[src/pkg/uvd_pkg.sv]
// Register map, field layout and source encodings of the undervoltage
// flag and diagnostic source select bank.
// Assumes a 32-bit Avalon-MM slave, one register per aligned word.
package uvd_pkg;
    localparam int unsigned NUM_CH      = 8;
    localparam int unsigned SEL_W       = 3;
    localparam int unsigned REG_W       = 8;
    localparam int unsigned ADDR_W      = 8;
    localparam int unsigned DATA_W      = 32;
    localparam int unsigned NUM_SEL_REG = 4;

    // Printed offsets are register indices; byte address is index * 4
    localparam logic [ADDR_W-1:0] IDX_RANGE_EN  = 8'h25;
    localparam logic [ADDR_W-1:0] IDX_LOW_FLAGS = 8'h27;
    localparam logic [ADDR_W-1:0] IDX_SEL_12    = 8'h28;
    localparam logic [ADDR_W-1:0] IDX_SEL_34    = 8'h29;
    localparam logic [ADDR_W-1:0] IDX_SEL_56    = 8'h2a;
    localparam logic [ADDR_W-1:0] IDX_SEL_78    = 8'h2b;

    localparam logic [REG_W-1:0] RST_LOW_FLAGS = 8'h00;
    localparam logic [REG_W-1:0] RST_SEL       = 8'h00;
    localparam logic [REG_W-1:0] RST_RANGE_EN  = 8'h00;

    localparam int unsigned SEL_ODD_LSB  = 0;
    localparam int unsigned SEL_EVEN_LSB = 3;
    localparam logic [REG_W-1:0] SEL_RD_MASK = 8'h3f;

    typedef enum logic [SEL_W-1:0] {
        UVD_SRC_PIN      = 3'h0,
        UVD_SRC_TEMP     = 3'h1,
        UVD_SRC_REF_X4   = 3'h2,
        UVD_SRC_A_LDO_X4 = 3'h3,
        UVD_SRC_LDO_X4   = 3'h4,
        UVD_SRC_IFACE    = 3'h5,
        UVD_SRC_GND      = 3'h6,
        UVD_SRC_SUPPLY   = 3'h7
    } uvd_src_t;

    // One-hot route codes driven to the analog switch matrix
    localparam int unsigned ROUTE_W = 8;
    localparam logic [ROUTE_W-1:0] RT_PIN   = 8'h01;
    localparam logic [ROUTE_W-1:0] RT_TEMP  = 8'h02;
    localparam logic [ROUTE_W-1:0] RT_REF   = 8'h04;
    localparam logic [ROUTE_W-1:0] RT_A_LDO  = 8'h08;
    localparam logic [ROUTE_W-1:0] RT_D_LDO  = 8'h10;
    localparam logic [ROUTE_W-1:0] RT_IFACE  = 8'h20;
    localparam logic [ROUTE_W-1:0] RT_GND    = 8'h40;
    localparam logic [ROUTE_W-1:0] RT_SUPPLY = 8'h80;

    typedef enum logic [2:0] {
        UVD_ST_IDLE = 3'b001,
        UVD_ST_RESP = 3'b010,
        UVD_ST_DONE = 3'b100
    } uvd_state_t;
endpackage

[src/verilog/uvd_diag_bank.sv]
// Top of the undervoltage flag and diagnostic source select bank.
// Assumes an Avalon-MM master on CLK_I; detectors are synchronous.
`timescale 1ns/1ns

// How it works
// - Eight-bit undervoltage flag register at 0x27, bit n-1 is channel n.
// - Flag bits read back; writing one clears, writing zero keeps.
// - Flags read zero after reset.
// - Register 0x28: channel 2 select [5:3], channel 1 select [2:0].
// - Register 0x29: channel 4 select [5:3], channel 3 select [2:0].
// - Register 0x2A: channel 6 select [5:3], channel 5 select [2:0].
// - Select register bits [7:6] are read-only zero.
// - Select 000 routes the normal analog pin; reset value.
// - Select 001 routes the die temperature sensor.
// - Select 010 routes the reference scaled by four.
// - Select 011 routes the analog LDO rail scaled by four.
// - Odd channels: select 100 routes the digital LDO rail.
// - Even channels: select 100 routes the analog LDO rail.
// - Selects 101, 110, 111 route interface supply, ground, supply.
// - Select register at 0x2B exists and resets to zero.
// - Register 0x2B: channel 8 select [5:3], channel 7 select [2:0].
// - Flags set only for channels enabled in 0x25; enables reset zero.
module uvd_diag_bank #(
    parameter int unsigned NUM_CH = uvd_pkg::NUM_CH
) (
    input  wire logic                         CLK_I,
    input  wire logic                         RST_B_I,
    input  wire logic [uvd_pkg::ADDR_W+1:0]   AVS_ADDRESS_I,
    input  wire logic                         AVS_READ_I,
    input  wire logic                         AVS_WRITE_I,
    input  wire logic [uvd_pkg::DATA_W-1:0]   AVS_WRITEDATA_I,
    input  wire logic [3:0]                   AVS_BYTEENABLE_I,
    output logic      [uvd_pkg::DATA_W-1:0]   AVS_READDATA_O,
    output logic      [1:0]                   AVS_RESPONSE_O,
    output logic                              AVS_WAITREQUEST_O,
    input  wire logic [NUM_CH-1:0]            LOW_DETECT_I,
    output logic      [NUM_CH-1:0]            LOW_FAULT_FLAGS_O,
    output logic      [NUM_CH-1:0]            RANGE_CHECK_ENABLE_O,
    output logic [NUM_CH*uvd_pkg::SEL_W-1:0]  SOURCE_SELECT_O,
    output logic [NUM_CH*uvd_pkg::ROUTE_W-1:0] SOURCE_ROUTE_O
);
    localparam logic [1:0] RESP_OK  = 2'h0;
    localparam logic [1:0] RESP_ERR = 2'h2;
    localparam int unsigned RW = uvd_pkg::REG_W;

    uvd_pkg::uvd_state_t state_q;
    uvd_pkg::uvd_state_t state_d;
    logic [RW-1:0] sel_q [uvd_pkg::NUM_SEL_REG];
    logic [RW-1:0] sel_d [uvd_pkg::NUM_SEL_REG];
    logic [RW-1:0] en_q;
    logic [RW-1:0] en_d;
    logic [uvd_pkg::DATA_W-1:0] rdata_q;
    logic [uvd_pkg::DATA_W-1:0] rdata_d;
    logic [1:0] resp_q;
    logic [1:0] resp_d;
    logic [uvd_pkg::ADDR_W-1:0] idx;
    logic         take;
    logic         wr_lane0;
    logic         clr_flags;
    logic [RW-1:0] flags;

    // Index from byte address; low two bits ignored
    function automatic logic is_sel(input logic [uvd_pkg::ADDR_W-1:0] a);
        return (a >= uvd_pkg::IDX_SEL_12) && (a <= uvd_pkg::IDX_SEL_78);
    endfunction

    function automatic logic is_mapped(input logic [uvd_pkg::ADDR_W-1:0] a);
        return is_sel(a) || (a == uvd_pkg::IDX_LOW_FLAGS)
            || (a == uvd_pkg::IDX_RANGE_EN);
    endfunction

    assign idx = AVS_ADDRESS_I[uvd_pkg::ADDR_W+1:2];
    assign take = (state_q == uvd_pkg::UVD_ST_IDLE)
                  && (AVS_READ_I || AVS_WRITE_I);
    assign wr_lane0 = take && AVS_WRITE_I && AVS_BYTEENABLE_I[0];
    assign clr_flags = wr_lane0 && (idx == uvd_pkg::IDX_LOW_FLAGS);

    uvd_low_flags #(
        .N (RW)
    ) u_flags (
        .clk_i        (CLK_I),
        .rst_b_i      (RST_B_I),
        .detect_i     (RW'(LOW_DETECT_I)),
        .enable_i     (en_q),
        .clear_i      (clr_flags),
        .clear_mask_i (AVS_WRITEDATA_I[RW-1:0]),
        .flags_o      (flags)
    );

    always_comb
    begin
        state_d = state_q;
        en_d    = en_q;
        rdata_d = rdata_q;
        resp_d  = resp_q;
        for (int i = 0; i < uvd_pkg::NUM_SEL_REG; i++)
        begin
            sel_d[i] = sel_q[i];
        end
        case (state_q)
            uvd_pkg::UVD_ST_IDLE:
            begin
                if (take)
                begin
                    state_d = uvd_pkg::UVD_ST_RESP;
                    rdata_d = '0;
                    resp_d  = is_mapped(idx) ? RESP_OK : RESP_ERR;
                    if (AVS_READ_I)
                    begin
                        if (idx == uvd_pkg::IDX_LOW_FLAGS)
                        begin
                            rdata_d[RW-1:0] = flags;
                        end
                        else if (idx == uvd_pkg::IDX_RANGE_EN)
                        begin
                            rdata_d[RW-1:0] = en_q;
                        end
                        else if (is_sel(idx))
                        begin
                            rdata_d[RW-1:0] = sel_q[2'(idx
                                - uvd_pkg::IDX_SEL_12)]
                                & uvd_pkg::SEL_RD_MASK;
                        end
                    end
                    else if (wr_lane0)
                    begin
                        if (idx == uvd_pkg::IDX_RANGE_EN)
                        begin
                            en_d = AVS_WRITEDATA_I[RW-1:0];
                        end
                        else if (is_sel(idx))
                        begin
                            sel_d[2'(idx - uvd_pkg::IDX_SEL_12)] =
                                AVS_WRITEDATA_I[RW-1:0]
                                & uvd_pkg::SEL_RD_MASK;
                        end
                    end
                end
            end
            uvd_pkg::UVD_ST_RESP:
            begin
                state_d = uvd_pkg::UVD_ST_DONE;
            end
            uvd_pkg::UVD_ST_DONE:
            begin
                state_d = uvd_pkg::UVD_ST_IDLE;
            end
            default:
            begin
                state_d = uvd_pkg::UVD_ST_IDLE;
            end
        endcase
    end

    always_ff @(posedge CLK_I or negedge RST_B_I)
    begin
        if (!RST_B_I)
        begin
            state_q <= uvd_pkg::UVD_ST_IDLE;
            en_q    <= uvd_pkg::RST_RANGE_EN;
            rdata_q <= '0;
            resp_q  <= RESP_OK;
            for (int i = 0; i < uvd_pkg::NUM_SEL_REG; i++)
            begin
                sel_q[i] <= uvd_pkg::RST_SEL;
            end
        end
        else
        begin
            state_q <= state_d;
            en_q    <= en_d;
            rdata_q <= rdata_d;
            resp_q  <= resp_d;
            for (int i = 0; i < uvd_pkg::NUM_SEL_REG; i++)
            begin
                sel_q[i] <= sel_d[i];
            end
        end
    end

    // Low while the answer stands; the master releases at that edge
    assign AVS_WAITREQUEST_O = (state_q != uvd_pkg::UVD_ST_RESP);
    assign AVS_READDATA_O    = rdata_q;
    assign AVS_RESPONSE_O    = resp_q;
    assign LOW_FAULT_FLAGS_O    = flags[NUM_CH-1:0];
    assign RANGE_CHECK_ENABLE_O = en_q[NUM_CH-1:0];

    // Channel 2k+1 sits in the low field, 2k+2 in the high field
    // The 10 V range for non-pin sources is left to the host
    for (genvar c = 0; c < NUM_CH; c++)
    begin : g_ch
        localparam int unsigned LSB = (c % 2 == 0) ? uvd_pkg::SEL_ODD_LSB
                                                   : uvd_pkg::SEL_EVEN_LSB;
        assign SOURCE_SELECT_O[c*uvd_pkg::SEL_W +: uvd_pkg::SEL_W] =
            sel_q[c/2][LSB +: uvd_pkg::SEL_W];
        uvd_route_dec #(
            .ODD_CH (c % 2 == 0)
        ) u_dec (
            .sel_i   (sel_q[c/2][LSB +: uvd_pkg::SEL_W]),
            .route_o (SOURCE_ROUTE_O[c*uvd_pkg::ROUTE_W +: uvd_pkg::ROUTE_W])
        );
    end
endmodule

[src/verilog/uvd_low_flags.sv]
// Sticky per-channel undervoltage flags with write-one-to-clear.
// Assumes detector inputs are synchronous to the clock.
`timescale 1ns/1ns
module uvd_low_flags #(
    parameter int unsigned N = 8
) (
    input  wire logic         clk_i,
    input  wire logic         rst_b_i,
    input  wire logic [N-1:0] detect_i,
    input  wire logic [N-1:0] enable_i,
    input  wire logic         clear_i,
    input  wire logic [N-1:0] clear_mask_i,
    output logic      [N-1:0] flags_o
);
    logic [N-1:0] flags_q;
    logic [N-1:0] flags_d;
    logic [N-1:0] set_v;

    always_comb
    begin
        set_v   = detect_i & enable_i;
        flags_d = flags_q;
        if (clear_i)
        begin
            flags_d = flags_q & ~clear_mask_i;
        end
        flags_d = flags_d | set_v;
    end

    always_ff @(posedge clk_i or negedge rst_b_i)
    begin
        if (!rst_b_i)
        begin
            flags_q <= N'(uvd_pkg::RST_LOW_FLAGS);
        end
        else
        begin
            flags_q <= flags_d;
        end
    end

    assign flags_o = flags_q;
endmodule

[src/verilog/uvd_route_dec.sv]
// Decodes one channel's source select into a one-hot route code.
// Assumes the analog switch matrix is registered downstream.
`timescale 1ns/1ns
module uvd_route_dec #(
    parameter bit ODD_CH = 1'b1
) (
    input  wire logic [uvd_pkg::SEL_W-1:0]   sel_i,
    output logic      [uvd_pkg::ROUTE_W-1:0] route_o
);
    always_comb
    begin
        case (sel_i)
            uvd_pkg::UVD_SRC_PIN:     route_o = uvd_pkg::RT_PIN;
            uvd_pkg::UVD_SRC_TEMP:    route_o = uvd_pkg::RT_TEMP;
            uvd_pkg::UVD_SRC_REF_X4:  route_o = uvd_pkg::RT_REF;
            uvd_pkg::UVD_SRC_A_LDO_X4: route_o = uvd_pkg::RT_A_LDO;
            uvd_pkg::UVD_SRC_LDO_X4:
            begin
                // Odd channels see the digital rail, even the analog one
                route_o = ODD_CH ? uvd_pkg::RT_D_LDO
                                 : uvd_pkg::RT_A_LDO;
            end
            uvd_pkg::UVD_SRC_IFACE:   route_o = uvd_pkg::RT_IFACE;
            uvd_pkg::UVD_SRC_GND:     route_o = uvd_pkg::RT_GND;
            uvd_pkg::UVD_SRC_SUPPLY:  route_o = uvd_pkg::RT_SUPPLY;
            default:                  route_o = uvd_pkg::RT_PIN;
        endcase
    end
endmodule
[config.mk]
export PLATFORM = sky130hd
export DESIGN_NAME = uvd_diag_bank
export DESIGN_NICKNAME = d
export VERILOG_FILES = /design/src/pkg/uvd_pkg.sv /design/src/verilog/uvd_diag_bank.sv /design/src/verilog/uvd_low_flags.sv /design/src/verilog/uvd_route_dec.sv
export SDC_FILE = /design/constraint.sdc
export NUM_CORES = 1
export LEC_CHECK = 0
export BUFFER_PORTS_ARGS = -buffer_cell sky130_fd_sc_hd__buf_2
export CORE_MARGIN = 10
export CORE_UTILIZATION = 47
export DETAILED_ROUTE_END_ITERATION = 8
export PLACE_DENSITY = 0.87
export SLEW_MARGIN = 25
export SYNTH_ARGS = -nofsm -noshare
export SYNTH_HDL_FRONTEND = slang
export SYNTH_SLANG_ARGS = --single-unit
export TNS_END_PERCENT = 50
[constraint.sdc]
create_clock -name CLK_I -period 4.95 [get_ports CLK_I]
set_clock_uncertainty 0.05 [all_clocks]
set_input_delay 0.99 -clock CLK_I [delete_from_list [all_inputs] [get_ports CLK_I]]
set_output_delay 0.99 -clock CLK_I [all_outputs]
set_load 0.03 [all_outputs]
# Word-level counts from Yosys, hierarchy flattened
# Memories as Yosys holds them, arrays and structs flattened.
# Index checks and enable logic that the tools add are counted.
[totals]
register_bits = 61
output_inout_bits = 139
inputBits = 58
n_memories = 8
word_cells = 61
romBits = 480
[classes]
n_bitwise = 7
magnitude_cmp = 4
n_mux = 14
eq_ne = 6
n_addsub = 1
n_reduce_logical = 12
[memory_table]
columns = ["name", "words", "word_bits", "read_ports", "rd_clocked_by_memory_dff", "write_ports", "line", "rtl"]
rows = [
  ["(name not given)", 8, 8, 1, 0, 0, "uvd_route_dec.sv:12", "case (sel_i)"],
  ["(name not given)", 8, 8, 1, 0, 0, "uvd_route_dec.sv:12", ""],
  ["(name not given)", 8, 8, 1, 0, 0, "uvd_route_dec.sv:12", ""],
  ["(name not given)", 8, 8, 1, 0, 0, "uvd_route_dec.sv:12", ""],
  ["(name not given)", 8, 7, 1, 0, 0, "uvd_route_dec.sv:12", ""],
  ["(name not given)", 8, 7, 1, 0, 0, "uvd_route_dec.sv:12", ""],
  ["2 more memories", "--", "--", "--", "--", "--", "--", ""],
]
[ops]
columns = ["op", "count"]
rows = [
  ["8-bit 2-to-1 mux", 5],
  ["32-bit bitwise mux", 1],
  ["6-bit 2-to-1 mux", 3],
  ["8-bit AND", 2],
  ["8-bit binary-select mux with 2-bit select", 1],
  ["8-bit demux with 2-bit select", 1],
  ["8-bit by 6-bit equality test with 1-bit output (second input constant)", 2],
  ["8-bit by 6-bit >= comparator with 1-bit output (second input constant)", 1],
  ["8-bit by 6-bit less-or-equal comparator with 1-bit output (second input constant)", 1],
  ["8-bit inverter", 1],
  ["8-bit bitwise OR", 1],
  ["1-bit logical AND", 6],
  ["3-bit case mux with 2 select lines", 1],
  ["6-bit AND reduction", 1],
  ["5-bit AND reduction", 1],
  ["3-bit by 1-bit equality test with 1-bit output (second input constant)", 1],
  ["3-bit by 2-bit equality test with 1-bit output (second input constant)", 1],
  ["3-bit >= comparator (second input constant)", 1],
  ["1-bit logical OR", 3],
  ["3-bit by 1-bit less-than comparator with 1-bit output (second input constant)", 1],
  ["3-bit 2-to-1 mux", 1],
  ["3-bit by 2-bit != test with 1-bit output (second input constant)", 1],
  ["2-bit inverter with 3-bit output", 1],
  ["2-bit 2-to-1 mux", 1],
  ["4 further kinds", 5],
]

# Depth between registers and ports, before layout
[logic_depth]
ltp_word = 9
ltp_mapped = 6
mapped_depth_nobuf = 4

# Hierarchy
# From an unflattened synthesis, not the netlist that was laid out.
[hier_totals]
cells_unflattened = 279
area_unflattened_um2 = 3105.5
[modules_own_cells]
columns = ["module", "n_inst", "area_per_inst_um2", "cells_each"]
rows = [
  ["uvd_diag_bank", 1, 2240.9, 174],
  ["uvd_low_flags", 1, 314.1, 25],
  ["uvd_route_dec (g_ch[1].u_dec ...)", 4, 72.6, 12],
  ["uvd_route_dec (g_ch[0].u_dec ...)", 4, 65.1, 8],
]

# Worst setup path before layout
# Ideal clock, no wire load.
[synth_path]
kind = "input to register"
start = "input port AVS_ADDRESS_I[6] (netlist bit)"
end = "register en_q[0] (netlist: RANGE_CHECK_ENABLE_O[0])"
required_ps = 4775
n_path_buf = 2
cell_stages = 6
slack_ps = 1832
t_arrival_ps = 2943
setup_ps = 125
cell_sequence = "or4b_4 > or4b_4 > buf_6 > or3b_1 > buf_6 > mux2_4"
[synth_via]
elab_chain_cells = 2
[synth_rtl]
columns = ["item", "line", "rtl"]
rows = [
  ["from (decl)", "uvd_diag_bank.sv:28", "input wire logic [uvd_pkg::ADDR_W+1:0] AVS_ADDRESS_I,"],
  ["8-bit by 6-bit equality test with 1-bit output", "uvd_diag_bank.sv:127", "if (idx == uvd_pkg::IDX_RANGE_EN)"],
  ["5-bit AND reduction (no source line)", "--", ""],
  ["to (signal assigned)", "uvd_diag_bank.sv:160", "en_q <= uvd_pkg::RST_RANGE_EN;"],
  ["to (signal assigned)", "uvd_diag_bank.sv:171", "en_q <= en_d;"],
  ["to (decl)", "uvd_diag_bank.sv:50", "logic [RW-1:0] en_q;"],
]
# Every way passes these cells.
# A chain may end at the register's enable or synchronous reset.

# Worst setup path after layout
[layout_path]
start = "input port AVS_ADDRESS_I[6] (netlist bit)"
end = "register en_q[1] (netlist: RANGE_CHECK_ENABLE_O[1])"
# Same word-level chain as after synthesis.

==> impl_metrics.py <==
metrics = {
    "finish": {
        "share_of_layout_cells_above_drive_strength_1_pct": 44.96,
        "register_area_um2": 1303,
        "multi_input_comb_area_um2": 1568,
        "num-fill-cells": 550,
        "antenna-diode-count": 0,
        "area_delta_synth_final_pct": 21.07,
        "final_net_count": 484,
        "final_core_utilization_pct": 58.99,
        "layout.cells.most_common": "sky130_fd_sc_hd__buf_2",
        "layout.cells.most_common_list": "sky130_fd_sc_hd__buf_2, sky130_fd_sc_hd__dfrtp_1, sky130_fd_sc_hd__nand2_1",
    },
    "synth": {
        "ys_types": 32,
        "seq_area_frac_synth_pct": 41.62,
        "synth-compound-area-share_pct": 7.117,
        "yosysWarnings": 0,
        "synth.avg_cell_area_um2": 10.06,
        "syn_area_um2": 3129,
        "synth_seq_cells": 52,
        "synth.area.mux_share_pct": 17.43,
        "synth_top_family_by_area": "simple AND/OR/NAND/NOR gates",
        "yosys.area_share.adder_pct": 0,
        "synth_cells": 311,
        "synth_xor_xnor_area_share_pct": 0,
        "synth-simple-area-share_pct": 22.07,
    },
    "worst_setup_path": {
        "cp-end-kind": "flip-flop",
        "critical_path.max_fanout": 9,
        "timing.critical_path.from": "AVS_ADDRESS_I[6]",
        "worst-endpoint-arrival_ns": 3.24,
        "classification_of_the_worst_setup_path": "input pin to flip-flop",
        "worst-endpoint-required_ns": 5.09,
        "worstSetupStartpointType": "input pin",
        "timing.rr.start": "state_q[0]",
    },
    "route": {
        "finalWirelength_um": 8841,
        "top_layer": "met4",
        "drtAntennaViolNets": 0,
        "met3_wl_post_dr_um": 802,
        "drt-vias-per-instance": 5.222,
        "initialDrtViolationCount": 98,
        "wirelength_met1_um": 3617,
        "detailroute.via_count": 2632,
        "routed_wire_length_per_instance_um": 17.54,
        "drcViolationCount": 0,
        "routed-wl-met2_um": 4369,
        "drt_pass1_iterations": 4,
    },
    "timing": {
        "setup_tns_ns": 0,
        "unrepaired_setup_endpoints_after_global_routing": "no",
        "period_needed_ns": 3.096,
        "fmax_ghz": 0.3230,
        "relSlewSlack_pct": 48.47,
        "period_share_pct": 62.54,
        "timing_max_transition_violations_final": 0,
        "fin_worst_hold_slack_ns": 0.4399,
        "endpoints_failing_hold": 0,
        "finalSetupViolCount": 0,
        "worst_slew_pin_slew_ns": 0.7678,
    },
    "placement": {
        "last_weighted_congestion_value_of_the_routability_driven_placer": 0.8057,
        "hpwlAfterDp_um": 6947,
        "io_buffers": 138,
    },
    "clocking": {
        "cts_inserted_buffers": 5,
        "clk_path_buf_depth": 2,
        "cts.sinks": 52,
        "clock_tree.root_cell": "sky130_fd_sc_hd__clkbuf_8",
        "cts.reportedPaths.clkPinSlew_ns": 0.11,
        "cts_tree": "built",
        "h_tree_levels": 2,
        "cts_post_setup_buffers_inserted": 0,
        "hold_buffers": 0,
        "insertion_delay_ns": 0.30,
        "post_cts_resize_count": 0,
    },
    "global_routing": {
        "global_route_wire_length_before_repair_um": 13200,
        "grtUsageTotal_pct": 15.82,
        "grt_start_max_net_pins": 53,
        "grt.overflow.total": 0,
        "grt_pass1_vias": 2556,
        "antenna_found_initial": 0,
    },
    "power": {
        "areal_power_density_over_the_cells_nw_per_um2": 253.2,
        "vdd_ir_drop_max_v": 0.0001239,
        "p_total_uw": 959.1,
        "static-leakage-power_nw": 2.189,
    },
    "die": {
        "core_area_um2": 6422,
        "initial_core_util_pct": 48.72,
        "dieWidth_um": 101.6,
        "design.portCount": 197,
        "die_area_um2": 10320,
        "std_cell_rows": 29,
        "chipHeight_um": 101.6,
    },
    "job": {
        "max-cap-violations": 0,
    },
    "worst_hold_path": {
        "min_from": "AVS_READDATA_O[7]",
        "min_path_type": "flip-flop to flip-flop",
    },
    "run_status": {
        "run_status": "finished clean",
    },
}
worst max-delay path, cell delays in order:
cell and delay [ns]:
sky130_fd_sc_hd__buf_2 0.09, sky130_fd_sc_hd__or4b_4 0.56, sky130_fd_sc_hd__or4b_4 0.57, sky130_fd_sc_hd__or3b_1 0.63, sky130_fd_sc_hd__mux2_4 0.39
Yosys cell counts:
| library cell | number | area, um2 |
|---|---|---|
| sky130_fd_sc_hd__mux2_4 | 8 | 120.1 |
| sky130_fd_sc_hd__and3_1 | 8 | 50.05 |
| sky130_fd_sc_hd__a2bb2oi_1 | 6 | 52.55 |
| sky130_fd_sc_hd__or2_2 | 1 | 6.260 |
| sky130_fd_sc_hd__inv_1 | 3 | 11.26 |
| sky130_fd_sc_hd__nand4b_1 | 3 | 26.28 |
| sky130_fd_sc_hd__dfrtp_1 | 51 | 1276 |
| sky130_fd_sc_hd__mux4_2 | 6 | 135.1 |
| sky130_fd_sc_hd__a22o_1 | 8 | 70.07 |
| sky130_fd_sc_hd__dfstp_2 | 1 | 26.28 |
| sky130_fd_sc_hd__clkbuf_1 | 29 | 108.9 |
| sky130_fd_sc_hd__mux2_2 | 24 | 270.3 |
| sky130_fd_sc_hd__mux2i_1 | 2 | 20.02 |
| sky130_fd_sc_hd__o21ai_0 | 20 | 100.1 |
| sky130_fd_sc_hd__or3b_2 | 1 | 8.760 |
| sky130_fd_sc_hd__nand2b_1 | 1 | 6.260 |
| sky130_fd_sc_hd__and3b_1 | 11 | 96.34 |
| sky130_fd_sc_hd__nor2_1 | 20 | 75.07 |
| sky130_fd_sc_hd__nor4_1 | 1 | 6.260 |
| sky130_fd_sc_hd__nor3_1 | 9 | 45.04 |
| sky130_fd_sc_hd__buf_6 | 2 | 22.52 |
| sky130_fd_sc_hd__and2_1 | 1 | 6.260 |
| sky130_fd_sc_hd__nand2_1 | 35 | 131.4 |
| sky130_fd_sc_hd__or2b_1 | 1 | 7.510 |
| sky130_fd_sc_hd__nor4bb_1 | 1 | 10.01 |
| sky130_fd_sc_hd__or4b_4 | 2 | 27.53 |
| sky130_fd_sc_hd__buf_1 | 1 | 3.750 |
| sky130_fd_sc_hd__buf_4 | 29 | 217.7 |
| sky130_fd_sc_hd__or3b_1 | 1 | 8.760 |
| sky130_fd_sc_hd__nand4_1 | 1 | 6.260 |
| sky130_fd_sc_hd__conb_1 | 1 | 3.750 |
| sky130_fd_sc_hd__nor3b_1 | 23 | 172.7 |
final cells by class:
class	count	area share (%)
clock inverter	3	0.6935
clock buffer	5	1.816
multi-input combinational	223	41.38
inverter	3	0.2972
tap	77	2.543
sequential	52	34.38
timing repair buffer	141	18.89
where the power goes:
part / internal [mW] / switching [mW]
Clock: 0.103 / 0.145
Combinational: 0.0666 / 0.162
Sequential: 0.456 / 0.0260
per-stage QoR:
| stage | worst slack, ns | cell area (um2) | instances |
|---|---|---|---|
| CTS | 1.858 | 3789 | 504 |
| global route | 1.840 | 3789 | 504 |
| finish | 1.854 | 3789 | 504 |
| global placement | 1.555 | 3691 | 496 |
| detailed placement | 1.532 | 3694 | 496 |
| floorplan | 1.832 | 3234 | 339 |
kinds of logic (layout without fill, tap and decap cells):
logic type,count (synthesis),count (layout)
AO/OA/AOI/OAI,34,34
buffers and inverters,64,152
flip-flops,52,52
multiplexers,40,40
other,1,29
AND/OR/NAND/NOR,120,120
registers in the layout (all words and copies together) (netlist names):
signal,flops
AVS_READDATA_O,8
AVS_RESPONSE_O,1
RANGE_CHECK_ENABLE_O,8
SOURCE_SELECT_O,24
state_q,3
u_flags.flags_o,8
per-layer routing:
layer  global-route usage (%)  vias up
met4                    2.530        0
met3                    5.650        4
li1                         -     1258
met1                    18.46     1273
met2                    27.68       97
met5                        0        -
worst paths after layout:
check,end,slack [ns],cells after the start
worst max-delay path,RANGE_CHECK_ENABLE_O[1],1.85,5
worst max register to register,RANGE_CHECK_ENABLE_O[1],2.20,4
worst min-delay path,AVS_READDATA_O[7],0.44,2
min in group asynchronous,AVS_READDATA_O[6],0.66,1
max in group asynchronous,SOURCE_SELECT_O[8],3.74,1
worst min register to register,AVS_READDATA_O[7],0.44,2
Note: power is estimated with default switching activity, not from simulation.
